### src/rtl/adc_ctrl_cfg.svh
// Constants of the converter control block: register offsets, field positions, resets, timing.
// Assumes inclusion by bare name from the package and the design file.
`ifndef ADC_CTRL_CFG_SVH
`define ADC_CTRL_CFG_SVH

`define ADDR_W 3
`define REG_A_ADDR 3'h0
`define REG_B_ADDR 3'h1
`define REG_C_ADDR 3'h2
`define RES_HI_ADDR 3'h3
`define RES_LO_ADDR 3'h4
`define IRQ_CTRL_ADDR 3'h5
`define REG_A_RST 8'h00
`define REG_B_RST 8'h00
`define REG_C_RST 8'h00
// Control A: start 7, busy 6 (read only), power enable 5, channel select 3:0
`define A_START_BIT 7
`define A_BUSY_BIT 6
`define A_PWR_BIT 5
// Control B: source select 7:4, format 3, divider select 2:0
`define B_FMT_BIT 3
// Control C: reference select 3:2
`define C_REF_LSB 2
// Irq control: global enable 0, converter enable 1, flag 2
`define IRQ_GIE_BIT 0
`define IRQ_ADE_BIT 1
`define IRQ_FLAG_BIT 2
`define SAMPLE_CYCLES 5'd4
`define CONVERT_CYCLES 5'd12
`define TOTAL_CYCLES 5'd16
`define FULL_SCALE 12'hfff

`endif

### src/rtl/adc_ctrl_pkg.sv
// Types of the converter control block.
// Assumes adc_ctrl_cfg.svh is on the include path.
`include "adc_ctrl_cfg.svh"
package adc_ctrl_pkg;
  typedef enum logic [3:0] {
    ST_IDLE = 4'b0001,
    ST_ARMED = 4'b0010,
    ST_SAMPLE = 4'b0100,
    ST_CONVERT = 4'b1000
  } conv_state_t;

  typedef struct packed {
    logic [`ADDR_W-1:0] addr;
    logic [7:0] wdata;
    logic wr;
    logic rd;
  } reg_req_t;

  typedef struct packed {
    logic ext_enable;
    logic [2:0] ext_channel;
    logic [3:0] internal_source;
    logic [1:0] reference;
  } analog_route_t;
endpackage : adc_ctrl_pkg

### src/rtl/adc_conversion_control.sv
// Control logic around a 12-bit successive-conversion converter: clock divider,
// power, source routing, start pulse, 16-cycle timing, busy, flag and results.
// Assumes synchronous register port and an analog core that returns its result bits serially.
`timescale 1ns/100ps
`include "adc_ctrl_cfg.svh"
module adc_conversion_control (
  input wire logic clk_sys_i,
  input wire logic rst_i,
  input wire adc_ctrl_pkg::reg_req_t req_i,
  output logic [7:0] rdata_o,
  input wire logic cmp_bit_i,
  output logic conv_clock_o,
  output logic converter_power_enable_o,
  output logic sample_o,
  output logic core_reset_o,
  output adc_ctrl_pkg::analog_route_t route_o,
  output logic irq_o
);
  logic [7:0] converter_control_reg_a;
  logic [7:0] converter_control_reg_b;
  logic [7:0] converter_control_reg_c;
  logic global_irq_enable;
  logic conversion_irq_enable;
  logic conversion_irq_flag;
  logic conversion_busy_flag;
  logic [7:0] result_high_byte;
  logic [7:0] result_low_byte;
  logic [11:0] shift;
  logic [6:0] div_cnt;
  logic [4:0] tick_cnt;
  logic start_seen_low;
  adc_ctrl_pkg::conv_state_t state;
  adc_ctrl_pkg::conv_state_t next_state;

  function automatic logic hit(input adc_ctrl_pkg::reg_req_t r, input logic [2:0] a);
    return r.wr && (r.addr == a);
  endfunction : hit

  // External sources: codes 0000, 0100 and 11xx
  function automatic logic is_ext_source(input logic [3:0] code);
    return (code == 4'h0) || (code == 4'h4) || (code[3:2] == 2'b11);
  endfunction : is_ext_source

  wire converter_power_enable = converter_control_reg_a[`A_PWR_BIT];
  wire start_bit = converter_control_reg_a[`A_START_BIT];
  wire [3:0] external_channel_select = converter_control_reg_a[3:0];
  wire [3:0] input_source_select = converter_control_reg_b[7:4];
  wire result_format_select = converter_control_reg_b[`B_FMT_BIT];
  wire [2:0] conv_clock_divider_select = converter_control_reg_b[2:0];
  wire [1:0] reference_source_select = converter_control_reg_c[`C_REF_LSB+1:`C_REF_LSB];
  wire wr_a = hit(req_i, `REG_A_ADDR);
  wire wr_irq = hit(req_i, `IRQ_CTRL_ADDR);
  wire [7:0] next_a = wr_a ? req_i.wdata : converter_control_reg_a;
  wire next_start = next_a[`A_START_BIT];
  wire [6:0] div_mask = 7'(({7'h00, 1'b1} << conv_clock_divider_select) - 8'h01);
  wire adc_tick = (div_cnt & div_mask) == div_mask;
  wire [6:0] next_div = 7'(div_cnt + 7'h01);
  wire next_clk = (conv_clock_divider_select == 3'h0) ? 1'b1 : next_div[conv_clock_divider_select - 3'h1];
  wire ext_source = is_ext_source(input_source_select);
  wire ext_connect = ext_source && !external_channel_select[3];
  wire conv_done = (state == adc_ctrl_pkg::ST_CONVERT) && adc_tick &&
                   (tick_cnt == `TOTAL_CYCLES - 5'd1);
  wire [11:0] result = {shift[10:0], cmp_bit_i} & `FULL_SCALE;
  wire [7:0] next_hi = result_format_select ? {4'h0, result[11:8]} : result[11:4];
  wire [7:0] next_lo = result_format_select ? result[7:0] : {result[3:0], 4'h0};
  wire [7:0] irq_rd = {5'h00, conversion_irq_flag, conversion_irq_enable, global_irq_enable};
  wire [7:0] a_rd = {converter_control_reg_a[7], conversion_busy_flag, converter_control_reg_a[5:0]};
  wire [7:0] next_rdata = !req_i.rd ? 8'h00 :
                          (req_i.addr == `REG_A_ADDR) ? a_rd :
                          (req_i.addr == `REG_B_ADDR) ? converter_control_reg_b :
                          (req_i.addr == `REG_C_ADDR) ? converter_control_reg_c :
                          (req_i.addr == `RES_HI_ADDR) ? result_high_byte :
                          (req_i.addr == `RES_LO_ADDR) ? result_low_byte :
                          (req_i.addr == `IRQ_CTRL_ADDR) ? irq_rd : 8'h00;

  always_comb begin
    next_state = state;
    case (state)
      adc_ctrl_pkg::ST_IDLE: begin
        // pulse needs prior low and power
        if (start_bit && start_seen_low && converter_power_enable) begin
          next_state = adc_ctrl_pkg::ST_ARMED;
        end
      end
      adc_ctrl_pkg::ST_ARMED: begin
        if (!start_bit) begin
          next_state = adc_ctrl_pkg::ST_SAMPLE;
        end
      end
      adc_ctrl_pkg::ST_SAMPLE: begin
        if (adc_tick && tick_cnt == `SAMPLE_CYCLES - 5'd1) begin
          next_state = adc_ctrl_pkg::ST_CONVERT;
        end
      end
      adc_ctrl_pkg::ST_CONVERT: begin
        if (conv_done) begin
          next_state = adc_ctrl_pkg::ST_IDLE;
        end
      end
      default: next_state = adc_ctrl_pkg::ST_IDLE;
    endcase
    if (!converter_power_enable) begin
      next_state = adc_ctrl_pkg::ST_IDLE;
    end
    if (start_bit && (state == adc_ctrl_pkg::ST_SAMPLE || state == adc_ctrl_pkg::ST_CONVERT)) begin
      next_state = adc_ctrl_pkg::ST_ARMED;
    end
  end

  // Control A follows the bus mux every cycle
  always_ff @(posedge clk_sys_i or posedge rst_i) begin
    if (rst_i) begin
      converter_control_reg_a <= `REG_A_RST;
    end else begin
      converter_control_reg_a <= next_a;
    end
  end

  always_ff @(posedge clk_sys_i or posedge rst_i) begin
    if (rst_i) begin
      converter_control_reg_b <= `REG_B_RST;
    end else if (hit(req_i, `REG_B_ADDR)) begin
      converter_control_reg_b <= req_i.wdata;
    end
  end

  // Unused bits of control C are kept for read back
  always_ff @(posedge clk_sys_i or posedge rst_i) begin
    if (rst_i) begin
      converter_control_reg_c <= `REG_C_RST;
    end else if (hit(req_i, `REG_C_ADDR)) begin
      converter_control_reg_c <= req_i.wdata;
    end
  end

  always_ff @(posedge clk_sys_i or posedge rst_i) begin
    if (rst_i) begin
      global_irq_enable <= 1'b0;
      conversion_irq_enable <= 1'b0;
    end else if (wr_irq) begin
      global_irq_enable <= req_i.wdata[`IRQ_GIE_BIT];
      conversion_irq_enable <= req_i.wdata[`IRQ_ADE_BIT];
    end
  end

  always_ff @(posedge clk_sys_i or posedge rst_i) begin
    if (rst_i) begin
      start_seen_low <= 1'b0;
    end else begin
      start_seen_low <= (state == adc_ctrl_pkg::ST_IDLE) ? (start_seen_low || !next_start) : 1'b0;
    end
  end

  always_ff @(posedge clk_sys_i or posedge rst_i) begin
    if (rst_i) begin
      state <= adc_ctrl_pkg::ST_IDLE;
    end else begin
      state <= next_state;
    end
  end

  // Divider restarts at every launch so the first tick is a full period
  always_ff @(posedge clk_sys_i or posedge rst_i) begin
    if (rst_i) begin
      div_cnt <= 7'h00;
    end else begin
      div_cnt <= (state == adc_ctrl_pkg::ST_SAMPLE || state == adc_ctrl_pkg::ST_CONVERT) ?
                 next_div : 7'h00;
    end
  end

  // Tick count runs on through sampling into converting
  always_ff @(posedge clk_sys_i or posedge rst_i) begin
    if (rst_i) begin
      tick_cnt <= 5'd0;
    end else if (next_state != state && next_state != adc_ctrl_pkg::ST_CONVERT) begin
      tick_cnt <= 5'd0;
    end else if (adc_tick && state != adc_ctrl_pkg::ST_IDLE && state != adc_ctrl_pkg::ST_ARMED) begin
      tick_cnt <= 5'(tick_cnt + 5'd1);
    end
  end

  always_ff @(posedge clk_sys_i or posedge rst_i) begin
    if (rst_i) begin
      shift <= 12'h000;
    end else if (state == adc_ctrl_pkg::ST_CONVERT && adc_tick) begin
      shift <= {shift[10:0], cmp_bit_i};
    end
  end

  always_ff @(posedge clk_sys_i or posedge rst_i) begin
    if (rst_i) begin
      conversion_busy_flag <= 1'b0;
    end else begin
      conversion_busy_flag <= (next_state == adc_ctrl_pkg::ST_SAMPLE) ||
                              (next_state == adc_ctrl_pkg::ST_CONVERT);
    end
  end

  always_ff @(posedge clk_sys_i or posedge rst_i) begin
    if (rst_i) begin
      conversion_irq_flag <= 1'b0;
    end else if (conv_done) begin
      conversion_irq_flag <= 1'b1;
    end else if (wr_irq) begin
      conversion_irq_flag <= req_i.wdata[`IRQ_FLAG_BIT];
    end
  end

  always_ff @(posedge clk_sys_i or posedge rst_i) begin
    if (rst_i) begin
      result_high_byte <= 8'h00;
      result_low_byte <= 8'h00;
    end else if (conv_done && converter_power_enable) begin
      result_high_byte <= next_hi;
      result_low_byte <= next_lo;
    end
  end

  // Read data stand for one cycle only
  always_ff @(posedge clk_sys_i or posedge rst_i) begin
    if (rst_i) begin
      rdata_o <= 8'h00;
    end else begin
      rdata_o <= next_rdata;
    end
  end

  always_ff @(posedge clk_sys_i or posedge rst_i) begin
    if (rst_i) begin
      conv_clock_o <= 1'b0;
    end else begin
      conv_clock_o <= (next_state == adc_ctrl_pkg::ST_SAMPLE || next_state == adc_ctrl_pkg::ST_CONVERT) &&
                      next_clk && (state != adc_ctrl_pkg::ST_IDLE);
    end
  end

  always_ff @(posedge clk_sys_i or posedge rst_i) begin
    if (rst_i) begin
      converter_power_enable_o <= 1'b0;
    end else begin
      converter_power_enable_o <= converter_power_enable;
    end
  end

  always_ff @(posedge clk_sys_i or posedge rst_i) begin
    if (rst_i) begin
      sample_o <= 1'b0;
    end else begin
      sample_o <= next_state == adc_ctrl_pkg::ST_SAMPLE;
    end
  end

  always_ff @(posedge clk_sys_i or posedge rst_i) begin
    if (rst_i) begin
      core_reset_o <= 1'b0;
    end else begin
      core_reset_o <= next_state == adc_ctrl_pkg::ST_ARMED;
    end
  end

  always_ff @(posedge clk_sys_i or posedge rst_i) begin
    if (rst_i) begin
      route_o <= '0;
    end else begin
      route_o.ext_enable <= ext_connect && converter_power_enable;
      route_o.ext_channel <= external_channel_select[2:0];
      route_o.internal_source <= ext_source ? 4'h0 : input_source_select;
      route_o.reference <= reference_source_select;
    end
  end

  always_ff @(posedge clk_sys_i or posedge rst_i) begin
    if (rst_i) begin
      irq_o <= 1'b0;
    end else begin
      irq_o <= conversion_irq_flag && global_irq_enable && conversion_irq_enable;
    end
  end
endmodule : adc_conversion_control

### config.mk
export PLATFORM = sky130hd
export DESIGN_NAME = adc_conversion_control
export DESIGN_NICKNAME = d
export VERILOG_FILES = /design/src/rtl/adc_ctrl_pkg.sv /design/src/rtl/adc_conversion_control.sv
export VERILOG_INCLUDE_DIRS = /design/src /design/src/rtl
export SDC_FILE = /design/constraint.sdc
export NUM_CORES = 1
export LEC_CHECK = 0
export BUFFER_PORTS_ARGS = -buffer_cell sky130_fd_sc_hd__buf_2
export CAP_MARGIN = 10
export CORE_ASPECT_RATIO = 0.7
export CORE_UTILIZATION = 25
export CTS_BUF_LIST = sky130_fd_sc_hd__clkbuf_2
export DETAILED_ROUTE_END_ITERATION = 12
export HOLD_SLACK_MARGIN = 0.12
export SLEW_MARGIN = 25
export SYNTH_ARGS = -nofsm -noshare
export SYNTH_HDL_FRONTEND = slang
export SYNTH_SLANG_ARGS = --single-unit
### constraint.sdc
create_clock -name clk_sys_i -period 3.3 [get_ports clk_sys_i]
set_input_delay 0.165 -clock clk_sys_i [delete_from_list [all_inputs] [get_ports clk_sys_i]]
set_output_delay 0.165 -clock clk_sys_i [all_outputs]
set_load 0.01 [all_outputs]
==> summary.md, run 1 <==
| Metric | Value |
|---|---|
| Status | `finished, final reports clean` |
| Multiplexer share of the synthesized area | `15.10%` |
| Xor and xnor fraction of the mapped netlist area | `about 2.3%` |
| Worst path required time | `approximately 3.8 ns` |
| Layout area overhead | `15.75%` |
| Core Rows | `41` |
| Worst-path maximum fanout | `9` |
| Die area | `roughly 19000 um^2` |
| Avg Vias per Cell | `4.669` |
| Synthesized area | `~4600 um^2` |
| Post-synthesis compound-gate area fraction | `between 10 and 15%` |
| Vias | `roughly 3200` |
| Die W | `about 160 um` |
| Pleak | `2.405 nW` |
| Layout cells sized above 1 | `roughly 28%` |
| CP max stage cell | `dfrtp_1` |
| Worst rel slew slack | `54.32%` |
| WL per Instance | `15.80 um` |
| Final min period | `between 3 and 4 ns` |
| Worst r2r src | `converter_control_reg_b[0]` |
| Clk_lat worst skew | `about 0.6 ns` |
| RSZ-0062 raised after global routing | `no` |
| TritonCTS Buffers | `9` |
| CP most frequent cell | `buf_4` |
| CP peak stage delay | `0.55 ns` |
| Hold path endpoint | `conversion_irq_enable` |
| Crit Path Category | `reg2reg` |
| Worst Path Buf+Inv | `3` |
| H-tree depth | `3` |
| Max cap viols | `0` |
| Asr flop ratio synth | `100.0%` |
| Root Driver | `clkbuf_2` |
| Reg-to-Reg End | `tick_cnt[4]` |
| Min-delay worst type | `in2reg` |
| Post-synth cell types | `65` |
| Antenna violations before repair | `1` |
| Initial Util | `between 20% and 30%` |
| Final Util | `~30%` |
| CP Capture Type | `flip-flop` |
| Stages on worst setup path | `10` |
| CP Cell Sequence | `inv_1, ha_1, buf_4, or3_1, o31ai_2, a2111oi_4, buf_4, a311oi_2, o221ai_2, a221oi_2` |
| Mapped Cells | `399` |
| Vias in the first global route | `about 3000` |
| FMAX | `between 300 and 400 MHz` |
| Critical Path Start Type | `flip-flop` |
| Post-synth EDFFs | `0` |
| Synth Area per Inst | `roughly 12 um^2` |
| Clock skew | `0.05243 ns` |
| VDD IR max | `223.5 uV` |
| Final HPWL DP | `8036 um` |
| Sequential-to-total area share from yosys stat | `between 50% and 60%` |
| IO Port Bufs | `38` |
| GR Util All Layers | `roughly 12%` |
| Number of synthesized register bits | `94` |
| # IOs | `39` |
| Worst-Margin Slew | `roughly 0.69 ns` |
| Final Slew Violations | `0` |
| Setup Buffers After CTS | `0` |
| Final hold violations | `0` |
| Largest delay share family, worst path | `compound AO/OA/AOI/OAI gates` |
| Worst hold path cell count | `3` |
| Worst R2R Path Depth | `10` |
| Mapped Nets | `roughly 420` |
| Setup violations, final | `0` |
| DRT iter0 DRCs | `roughly 230` |
| Main combinational cell family by area after synthesis | `multiplexers` |
| Setup_tns | `0 ns` |
| DRT Wirelength | `10980 um` |
| Remaining Overflow, GRT | `0` |
| Yosys warns | `0` |
| Min-delay src | `req_i[10]` |
| PD cells | `488.9 nW/um^2` |
| Fill cells | `approximately 1900` |
| Core area | `18060 um^2` |
| Gp weighted congestion | `0.8202` |
| CTS max path bufs | `2` |
| Final worst path period share | `between 90% and 100%` |
| Crit path arrival time | `3.57 ns` |
| CTS tree | `yes` |
| DRC errors left | `0` |
| Num Clock Sinks | `94` |
| FF-to-FF setup slack | `~0.23 ns` |
| Top FF cell, synth | `dfrtp_1` |
| Number of routed nets with antenna violations | `0` |
| First-pass iteration count of the detailed router | `4` |
| Synth Area in Adders | `~2.4%` |
| Largest net degree at the start of global routing | `39` |
| First-pass GRT wire length | `17450 um` |
| Post-Synth Simple-Gate Area | `between 10% and 20%` |
| Final net count | `478` |
| Die Span Y | `115.9 um` |
| Reg clk slew, reported paths | `0.27 ns` |
[area by class of cell]
class                           count  area (um^2)  area share (%)
Tap cell                          236        295.3           5.509
Sequential cell                    94         2354           43.91
Clock inverter                      7        63.81           1.190
Inverter                           13        50.05          0.9337
Antenna cell                        1        2.502         0.04669
Multi-Input combinational cell    271         2125           39.64
Clock buffer                        9        45.04          0.8403
Timing Repair Buffer               64        425.4           7.937
[timing repair]
item,CTS,global route
endpoints found under the setup margin,0,6
gates resized for setup,0,1
hold buffers,16,0
endpoints found under the hold margin,95,0
[cells in the mapped netlist (all sizes together) (7+ instances only)]
| library cell | instances | area (um^2) |
|---|---|---|
| clkbuf | 14 | 56.31 |
| nand2b | 10 | 62.56 |
| mux2 | 37 | 454.2 |
| nand3 | 9 | 45.04 |
| dfrtp | 93 | 2327 |
| o21ai | 22 | 110.1 |
| inv | 13 | 48.80 |
| a21oi | 9 | 45.04 |
| and2 | 7 | 47.55 |
| a21boi | 8 | 60.06 |
| ha | 9 | 112.6 |
| nor2 | 18 | 67.56 |
| nand2 | 37 | 141.4 |
| buf | 7 | 60.06 |
| mux2i | 11 | 110.1 |
| xor2 | 8 | 70.07 |
| nor3 | 7 | 35.03 |
[layout by cell type (no fill, tap or decap), drive strengths merged, types with 5 or more instances in the layout]
cell type / n
dfrtp: 93
buf: 48
nand2: 37
mux2: 37
o21ai: 22
nor2: 18
dlygate4sd3: 16
inv: 16
mux2i: 11
nand2b: 10
a21oi: 9
nand3: 9
ha: 9
clkbuf: 9
xor2: 8
a21boi: 8
nor3: 7
and2: 7
a22oi: 6
mux4: 6
nor2b: 5
nor4b: 5
and3: 5
[state kept, by name (all words and copies together), names as in the netlist]
signal,cells
start_seen_low,1
core_reset_o,1
converter_control_reg_c,8
rdata_o,8
shift,11
result_high_byte,8
global_irq_enable,1
irq_o,1
conversion_busy_flag,1
conversion_irq_enable,1
result_low_byte,8
route_o,10
state,4
tick_cnt,5
converter_control_reg_a,7
div_cnt,7
converter_power_enable_o,1
converter_control_reg_b,8
conversion_irq_flag,1
sample_o,1
conv_clock_o,1
[routing by layer]
layer  vias up  GRT usage (%)  share of wire, %  wire, um
met4         0          3.486               1.1       119
met5         -              0                 0         0
met3        10          3.257               5.6       616
met1      1608          19.44                55      6030
met2        72          15.32                38      4218
li1       1555              -                 -         -
[metrics by stage]
stage	total power [mW]	worst slack [ns]	cells	area, um^2	hold WS, ns
floorplan	1.869	0.3170	399	4631	0.2818
global placement	2.062	0.3333	662	5082	0.2565
detailed placement	2.071	0.2076	662	5082	0.2665
CTS	2.644	0.1766	694	5351	0.2335
global route	2.782	0.04767	695	5360	0.2702
finish	2.621	0.2318	695	5360	0.3029
[cells by family (layout without fill, tap and decap cells)]
kind of cell | Yosys count | count (layout)
muxes | 54 | 54
AOI/OAI and AO/OA | 72 | 72
adders and majority gates | 9 | 9
xor gates and xnor gates | 12 | 12
other | 0 | 1
DFF | 94 | 94
and+or+nand+nor | 124 | 124
buffers and inverters | 34 | 93
[report_power, final]
group | switching [mW] | internal, mW | total [mW]
sequential | 0.125 | 1.28 | 1.40
combinational | 0.353 | 0.314 | 0.667
clock | 0.433 | 0.116 | 0.549
total | 0.911 | 1.71 | 2.62
[worst max path at each step]
stage	from	endpoint
after floorplan	converter_control_reg_b[0]	shift[0]
after global placement	converter_control_reg_b[1]	tick_cnt[4]
after detailed placement	converter_control_reg_b[1]	tick_cnt[4]
after CTS	converter_control_reg_b[0]	tick_cnt[4]
after global routing	converter_control_reg_b[0]	tick_cnt[4]
final	converter_control_reg_b[0]	tick_cnt[4]
[worst reg2reg max path, delay by kind of cell, from the launching register on]
family	cells	cell delay, ns
AOI/OAI and AO/OA	5	1.32
adders and majority gates	1	0.23
buffers and inverters	3	0.50
DFF	1	0.55
and+or+nand+nor	1	0.38
No activity file was read; power rests on OpenSTA's default activity.
==> run 2: changes to the inputs <==
- ABC_AREA: unset -> 1
==> run 2 against run 1 <==
Against the previous run:
- area after synthesis shrank 3.6%
- worst hold slack worse by 0.065 ns
- flip-flop and latch count unchanged
- highest routed layer unchanged
- synthesized cell count increased by 30%
- die area decreased by 3.6%
- total power up 1.1%
- via count is 9.6% higher
- register-to-register slack improved by 0.13 ns
==> summary.md, run 2 <==
| Metric | Value |
|---|---|
| Status | `finished, final reports clean (unchanged)` |
| Number of synthesized register bits | `94 (unchanged)` |
| Fill cells | `1869 (was 1872)` |
| Top flop regs | `shift x11, route_o x10 (unchanged)` |
| Mapped Nets | `543 (was 424)` |
| Synth Area per Inst | `8.613 um^2 (was 11.61 um^2)` |
| Top reg by flops | `shift (unchanged)` |
| Final Slew Violations | `0 (unchanged)` |
| DRT Wirelength | `10660 um (was 10980 um)` |
| Clock skew | `0.02854 ns (was 0.05243 ns)` |
| Initial Util | `25.77% (was 25.64%)` |
| Root Driver | `clkbuf_2 (unchanged)` |
| Yosys warns | `0 (unchanged)` |
| Final HPWL DP | `7875 um (was 8036 um)` |
| Core area | `17320 um^2 (was 18060 um^2)` |
| FMAX | `340.6 MHz (was 325.9 MHz)` |
| Setup_tns | `0 ns (unchanged)` |
| First-pass GRT wire length | `17680 um (was 17450 um)` |
| Die Span Y | `113.8 um (was 115.9 um)` |
| RSZ-0062 raised after global routing | `no (unchanged)` |
| Final net count | `602 (was 478)` |
| Final min period | `2.936 ns (was 3.068 ns)` |
| Antenna violations before repair | `0 (was 1)` |
| Worst Path Buf+Inv | `3 (unchanged)` |
| Most frequent cell after synthesis | `nand2_1 (was dfrtp_1)` |
| TritonCTS Buffers | `9 (unchanged)` |
| Avg Vias per Cell | `4.373 (was 4.669)` |
| Most frequent cells in the layout | `102 x nand2_1, 93 x dfrtp_1, 74 x inv_1, 57 x o21ai_0, 39 x nor2_1 (was 93 x dfrtp_1, 38 x buf_2, 36 x nand2_1, 27 x mux2_2, 22 x o21ai_0)` |
| Worst path required time | `3.80 ns (about the same)` |
| Setup violations, final | `0 (unchanged)` |
| Mapped Cells | `518 (was 399)` |
| Setup Buffers After CTS | `0 (unchanged)` |
| Pleak | `2.615 nW (was 2.405 nW)` |
| Reg clk slew, reported paths | `0.25 ns (was 0.27 ns)` |
| Final instance area | `5253 um^2 (was 5360 um^2)` |
| Num Clock Sinks | `94 (unchanged)` |
| Gp weighted congestion | `0.8762 (was 0.8202)` |
| Remaining Overflow, GRT | `0 (unchanged)` |
| Dpl cells | `779 (was 662)` |
| Area leader, netlist | `dfrtp_1 (unchanged)` |
| Register Area | `2354 um^2 (unchanged)` |
| CP peak stage delay | `0.53 ns (was 0.55 ns)` |
| Asr flop ratio synth | `100.0% (unchanged)` |
| Most common cell after layout, fill and taps aside | `nand2_1 (was dfrtp_1)` |
| Top FF cell, synth | `dfrtp_1 (unchanged)` |
| Sequential-to-total area share from yosys stat | `52.75% (was 50.82%)` |
| Final Util | `30.33% (was 29.68%)` |
| Post-synth EDFFs | `0 (unchanged)` |
| Number of routed nets with antenna violations | `0 (unchanged)` |
| GR Util All Layers | `12.35% (was 12.15%)` |
| Non-Filler Instances | `813 (was 695)` |
| DRC errors left | `0 (unchanged)` |
| Largest delay share family, worst path | `simple AND/OR/NAND/NOR gates (was compound AO/OA/AOI/OAI gates)` |
| Post-synth cell types | `38 (was 65)` |
| Max FFs per register | `11 (unchanged)` |
| Final worst path period share | `88.98% (was 92.97%)` |
| Worst rel slew slack | `48.25% (was 54.32%)` |
| Synthesized area | `4462 um^2 (was 4631 um^2)` |
| CP most frequent cell | `inv_1 (was buf_4)` |
| Clk_lat worst skew | `0.60 ns (was 0.61 ns)` |
| Layout area overhead | `17.72% (was 15.75%)` |
| Core Rows | `40 (was 41)` |
| Hold slack | `0.2378 ns (was 0.3029 ns)` |
| List of most frequent post-synthesis cells | `102 x nand2_1, 93 x dfrtp_1, 75 x inv_1 (was 93 x dfrtp_1, 36 x nand2_1, 27 x mux2_2)` |
| Tot Pwr | `2.649 mW (was 2.621 mW)` |
| Setup ws final | `0.3638 ns (was 0.2318 ns)` |
| IO Port Bufs | `38 (unchanged)` |
| Vias | `3555 (was 3245)` |
| First-pass iteration count of the detailed router | `4 (unchanged)` |
| Layout cells sized above 1 | `15.46% (was 27.73%)` |
| CTS max path bufs | `2 (unchanged)` |
| Place WS | `0.4512 ns (was 0.2076 ns)` |
| # IOs | `39 (unchanged)` |
| H-tree depth | `3 (unchanged)` |
| Multi-input gate area | `1733 um^2 (was 2125 um^2)` |
| Die W | `161.7 um (was 164.7 um)` |
| PD cells | `504.4 nW/um^2 (was 488.9 nW/um^2)` |
| Crit Path Category | `reg2reg (unchanged)` |
| Min-delay worst type | `in2async (was in2reg)` |
| CTS Hold Bufs | `18 (was 16)` |
| CP Capture Type | `flip-flop (unchanged)` |
| Synth area leaders | `dfrtp_1 52%, nand2_1 8.6%, o21ai_0 6.4%, inv_1 6.3%, nor2_1 3.3% (was dfrtp_1 50%, mux2_2 6.6%, mux2_4 3.2%, nand2_1 2.9%, mux4_2 2.9%)` |
| CP max stage cell | `dfrtp_1 (unchanged)` |
| Antenna diodes | `0 (was 1)` |
| Worst-Margin Slew | `0.7763 ns (was 0.6851 ns)` |
| Final hold violations | `0 (unchanged)` |
| Crit path arrival time | `3.44 ns (was 3.57 ns)` |
| Die area | `18390 um^2 (was 19080 um^2)` |
| VDD IR max | `236.2 uV (was 223.5 uV)` |
| Share of the synthesized area in the top cell type | `52.16% (was 50.26%)` |
| Dpl cell area | `4906 um^2 (was 5082 um^2)` |
| Vias in the first global route | `3429 (was 3052)` |
| WL per Instance | `13.12 um (was 15.80 um)` |
| DRT iter0 DRCs | `205 (was 227)` |
| CTS tree | `yes (unchanged)` |
| CTS resizes | `0 (unchanged)` |
| Worst-path maximum fanout | `21 (was 9)` |
| CP Cell Sequence | `inv_1, ha_1, nand2_4, ha_1, inv_1, nor2_1, nor2_1, nand2_1, nand3_2, nor2_2, nand3_1, inv_1, nand2_1, mux2_2 (was inv_1, ha_1, buf_4, or3_1, o31ai_2, a2111oi_4, buf_4, a311oi_2, o221ai_2, a221oi_2)` |
| Max cap viols | `0 (unchanged)` |
| Critical Path Start Type | `flip-flop (unchanged)` |
| Largest net degree at the start of global routing | `62 (was 39)` |
run 2: worst register-to-register path, delay by kind of cell, from the launching register on:
kind / cells / cell delay, ns
buffers and inverters: 3 / 0.38
adder cells (fa/ha/maj): 2 / 0.51
multiplexers: 1 / 0.41
flip-flops: 1 / 0.53
AND/OR/NAND/NOR: 8 / 1.01
run 2: cells by family after synthesis:
group / count (synthesis) / synth area share, %
AOI/OAI and AO/OA: 112 / 13.82
xor gates and xnor gates: 10 / 1.963
adders and majority gates: 9 / 2.524
buffers and inverters: 92 / 8.413
DFF: 94 / 52.75
muxes: 1 / 0.2524
and+or+nand+nor: 200 / 20.27
run 2: power breakdown:
group / internal [mW] / total, mW / leakage, nW / switching [mW]
logic: 0.202 / 0.569 / 1.28 / 0.367
clock network: 0.331 / 0.735 / 0.0965 / 0.405
registers: 1.26 / 1.35 / 1.24 / 0.0806
run 2: layout make-up:
cell class,instances,share of cell area (%)
flip-flops and latches,94,44.81
multi-input cells,332,32.99
repair buffers,60,7.623
inverters,80,5.908
well taps,231,5.503
clock inverters,7,2.311
clock buffers,9,0.8576
run 2: path summary, 6_finish.rpt:
kind,start,end,slack (ns),cells past startpoint
min in group clk_sys_i,req_i[8],converter_control_reg_b[6],0.34,4
hold / removal,rst_i,sample_o,0.24,3
max in group asynchronous,rst_i,result_low_byte[0],2.34,4
hold reg to reg,converter_control_reg_a[2],route_o[8],0.45,0
setup reg to reg,converter_control_reg_b[0],shift[10],0.36,14
setup / recovery,converter_control_reg_b[0],shift[10],0.36,14
run 2: metal layers:
layer,vias to the layer above,part of all wire (%),global-route usage (%)
li1,1799,-,-
met1,1657,53,18.41
met2,89,40,17.41
met3,10,5.4,3.527
met4,0,0.91,2.956
met5,-,0,0
==> run 3: changes to the inputs <==
- CORE_MARGIN: unset -> 4
==> run 3 against run 2 <==
Against the previous run:
- worst setup slack improved by 0.028 ns
- register-to-register slack improved by 0.03 ns
- routed wire length is 1.4% higher
- largest power group unchanged
- largest cell class unchanged
- clock power decreased by 16%
==> summary.md, run 3 (synthesis results as in run 2) <==
| Metric | Value |
|---|---|
| Worst-path maximum fanout | `21 (unchanged)` |
| Root Driver | `clkbuf_2 (unchanged)` |
| Remaining Overflow, GRT | `0 (unchanged)` |
| TritonCTS Buffers | `9 (unchanged)` |
| Largest net degree at the start of global routing | `81 (was 62)` |
| VDD IR max | `217.2 uV (was 236.2 uV)` |
| PD cells | `487.8 nW/um^2 (was 504.4 nW/um^2)` |
| Worst setup path endpoint | `shift[10] (unchanged)` |
| CTS tree | `yes (unchanged)` |
| Worst R2R Path Depth | `14 (unchanged)` |
| Top flop regs | `shift x11, route_o x10 (unchanged)` |
| Dpl cell area | `4906 um^2 (unchanged)` |
| Critical Path Start Type | `flip-flop (unchanged)` |
| Antenna violations before repair | `0 (unchanged)` |
| DRT iter0 DRCs | `266 (was 205)` |
| Core area | `17320 um^2 (unchanged)` |
| Num Clock Sinks | `94 (unchanged)` |
| FF-to-FF setup slack | `0.39 ns (was 0.36 ns)` |
| Worst-Margin Slew | `0.7207 ns (was 0.7763 ns)` |
| Vias in the first global route | `3505 (was 3429)` |
| Status | `finished, final reports clean (unchanged)` |
| Layout area overhead | `16.63% (was 17.72%)` |
| CTS max path bufs | `2 (unchanged)` |
| Crit. Startpoint | `converter_control_reg_b[0] (unchanged)` |
| Clk_lat worst skew | `0.58 ns (was 0.60 ns)` |
| Die Span Y | `119.8 um (was 113.8 um)` |
| H-tree depth | `3 (unchanged)` |
| Most common cell after layout, fill and taps aside | `nand2_1 (unchanged)` |
| Clock skew | `0.03398 ns (was 0.02854 ns)` |
| Vias | `3576 (was 3555)` |
| Layout cells sized above 1 | `15.52% (was 15.46%)` |
| RSZ-0062 raised after global routing | `no (unchanged)` |
| Final hold violations | `0 (unchanged)` |
| Final net count | `600 (was 602)` |
| Setup_tns | `0 ns (unchanged)` |
| CTS resizes | `0 (unchanged)` |
| Non-Filler Instances | `811 (was 813)` |
| Top reg by flops | `shift (unchanged)` |
| GR Util All Layers | `11.26% (was 12.35%)` |
| Crit path arrival time | `3.40 ns (was 3.44 ns)` |
| Gp weighted congestion | `0.8518 (was 0.8762)` |
| IO Port Bufs | `38 (unchanged)` |
| DRT Wirelength | `10820 um (was 10660 um)` |
| Die area | `20080 um^2 (was 18390 um^2)` |
| Worst rel slew slack | `51.95% (was 48.25%)` |
| First-pass iteration count of the detailed router | `5 (was 4)` |
| Number of routed nets with antenna violations | `0 (unchanged)` |
| Fill cells | `1871 (was 1869)` |
| Final HPWL DP | `7888 um (was 7875 um)` |
| Final instance area | `5204 um^2 (was 5253 um^2)` |
| Most frequent cells in the layout | `102 x nand2_1, 93 x dfrtp_1, 74 x inv_1, 57 x o21ai_0, 39 x nor2_1 (unchanged)` |
| Core Rows | `40 (unchanged)` |
| Setup violations, final | `0 (unchanged)` |
| Reg-to-Reg End | `shift[10] (unchanged)` |
| Antenna diodes | `0 (unchanged)` |
| Final min period | `2.908 ns (was 2.936 ns)` |
| DRC errors left | `0 (unchanged)` |
| WL per Instance | `13.34 um (was 13.12 um)` |
| Worst path required time | `3.80 ns (about the same)` |
| Final Slew Violations | `0 (unchanged)` |
| Avg Vias per Cell | `4.409 (was 4.373)` |
| Pleak | `2.581 nW (was 2.615 nW)` |
| Dpl cells | `779 (unchanged)` |
| CP Capture Type | `flip-flop (unchanged)` |
| Reg clk slew, reported paths | `0.28 ns (was 0.25 ns)` |
| Initial Util | `25.77% (unchanged)` |
| Final worst path period share | `88.13% (was 88.98%)` |
| # IOs | `39 (unchanged)` |
| Worst r2r src | `converter_control_reg_b[0] (unchanged)` |
| Crit Path Category | `reg2reg (unchanged)` |
| Die W | `167.7 um (was 161.7 um)` |
| Min-delay worst type | `in2async (unchanged)` |
| Max cap viols | `0 (unchanged)` |
| FMAX | `343.8 MHz (was 340.6 MHz)` |
| First-pass GRT wire length | `18330 um (was 17680 um)` |
| Max FFs per register | `11 (unchanged)` |
run 3: routing by layer:
metal,share of wire (%),global-route usage [%],up-vias,routed length (um)
met5,0,0,-,0
met4,1.2,2.838,0,133
met3,5.5,2.898,10,599
met2,41,15.94,97,4485
met1,52,17.02,1681,5599
li1,-,-,1788,-
run 3: report_power, final:
group / internal [mW] / leakage (nW) / switching, mW
logic: 0.199 / 1.27 / 0.371
registers: 1.27 / 1.24 / 0.0842
clock network: 0.192 / 0.0738 / 0.427
total: 1.66 / 2.58 / 0.883
run 3: area by class of cell:
class,instances,area (um^2),share of cell area [%]
multi-input cells,332,1733,33.30
clock inverters,7,90.09,1.731
well taps,231,289.0,5.554
repair buffers,58,380.4,7.309
inverters,80,312.8,6.011
clock buffers,9,45.04,0.8656
flip-flops and latches,94,2354,45.23
run 3: worst min-delay path by stage:
| stage | start | to | depth (start not counted) |
|---|---|---|---|
| 2_1_floorplan | req_i[0] | rdata_o[0] | 2 |
| 3_3_place_gp | converter_control_reg_a[0] | route_o[6] | 0 |
| 3_5_place_dp | converter_control_reg_a[0] | route_o[6] | 0 |
| 4_1_cts | rst_i | shift[6] | 3 |
| 5_1_grt | rst_i | shift[6] | 3 |
| 6_report | rst_i | shift[6] | 3 |
run 3: what timing repair did:
item	4_1_cts	5_1_grt
hold endpoints to repair	115	0
setup buffers	0	0
hold buffers	16	0
setup endpoints to repair	0	0
run 3: worst max-delay path: stages (launching register included):
cell and delay [ns]:
dfrtp_1 0.52, inv_1 0.19, ha_1 0.29, nand2_4 0.13
ha_1 0.22, inv_1 0.07, nor2_1 0.11, nor2_1 0.06
nand2_1 0.08, nand3_2 0.07, nor2_2 0.13, nand3_1 0.10
inv_1 0.11, nand2_1 0.34, mux2_2 0.41
run 3: stage by stage:
stage | worst slack, ns | util, % | power [mW] | hold WS, ns
after floorplan | 0.6880 | - | 1.747 | 0.2975
after global placement | 0.5573 | 28.33 | 1.913 | 0.4000
after detailed placement | 0.4605 | 28.33 | 1.918 | 0.3898
after CTS | 0.4132 | 30.04 | 2.564 | 0.3203
after global routing | 0.1306 | 30.05 | 2.707 | 0.2317
final | 0.3917 | 30.05 | 2.538 | 0.2132
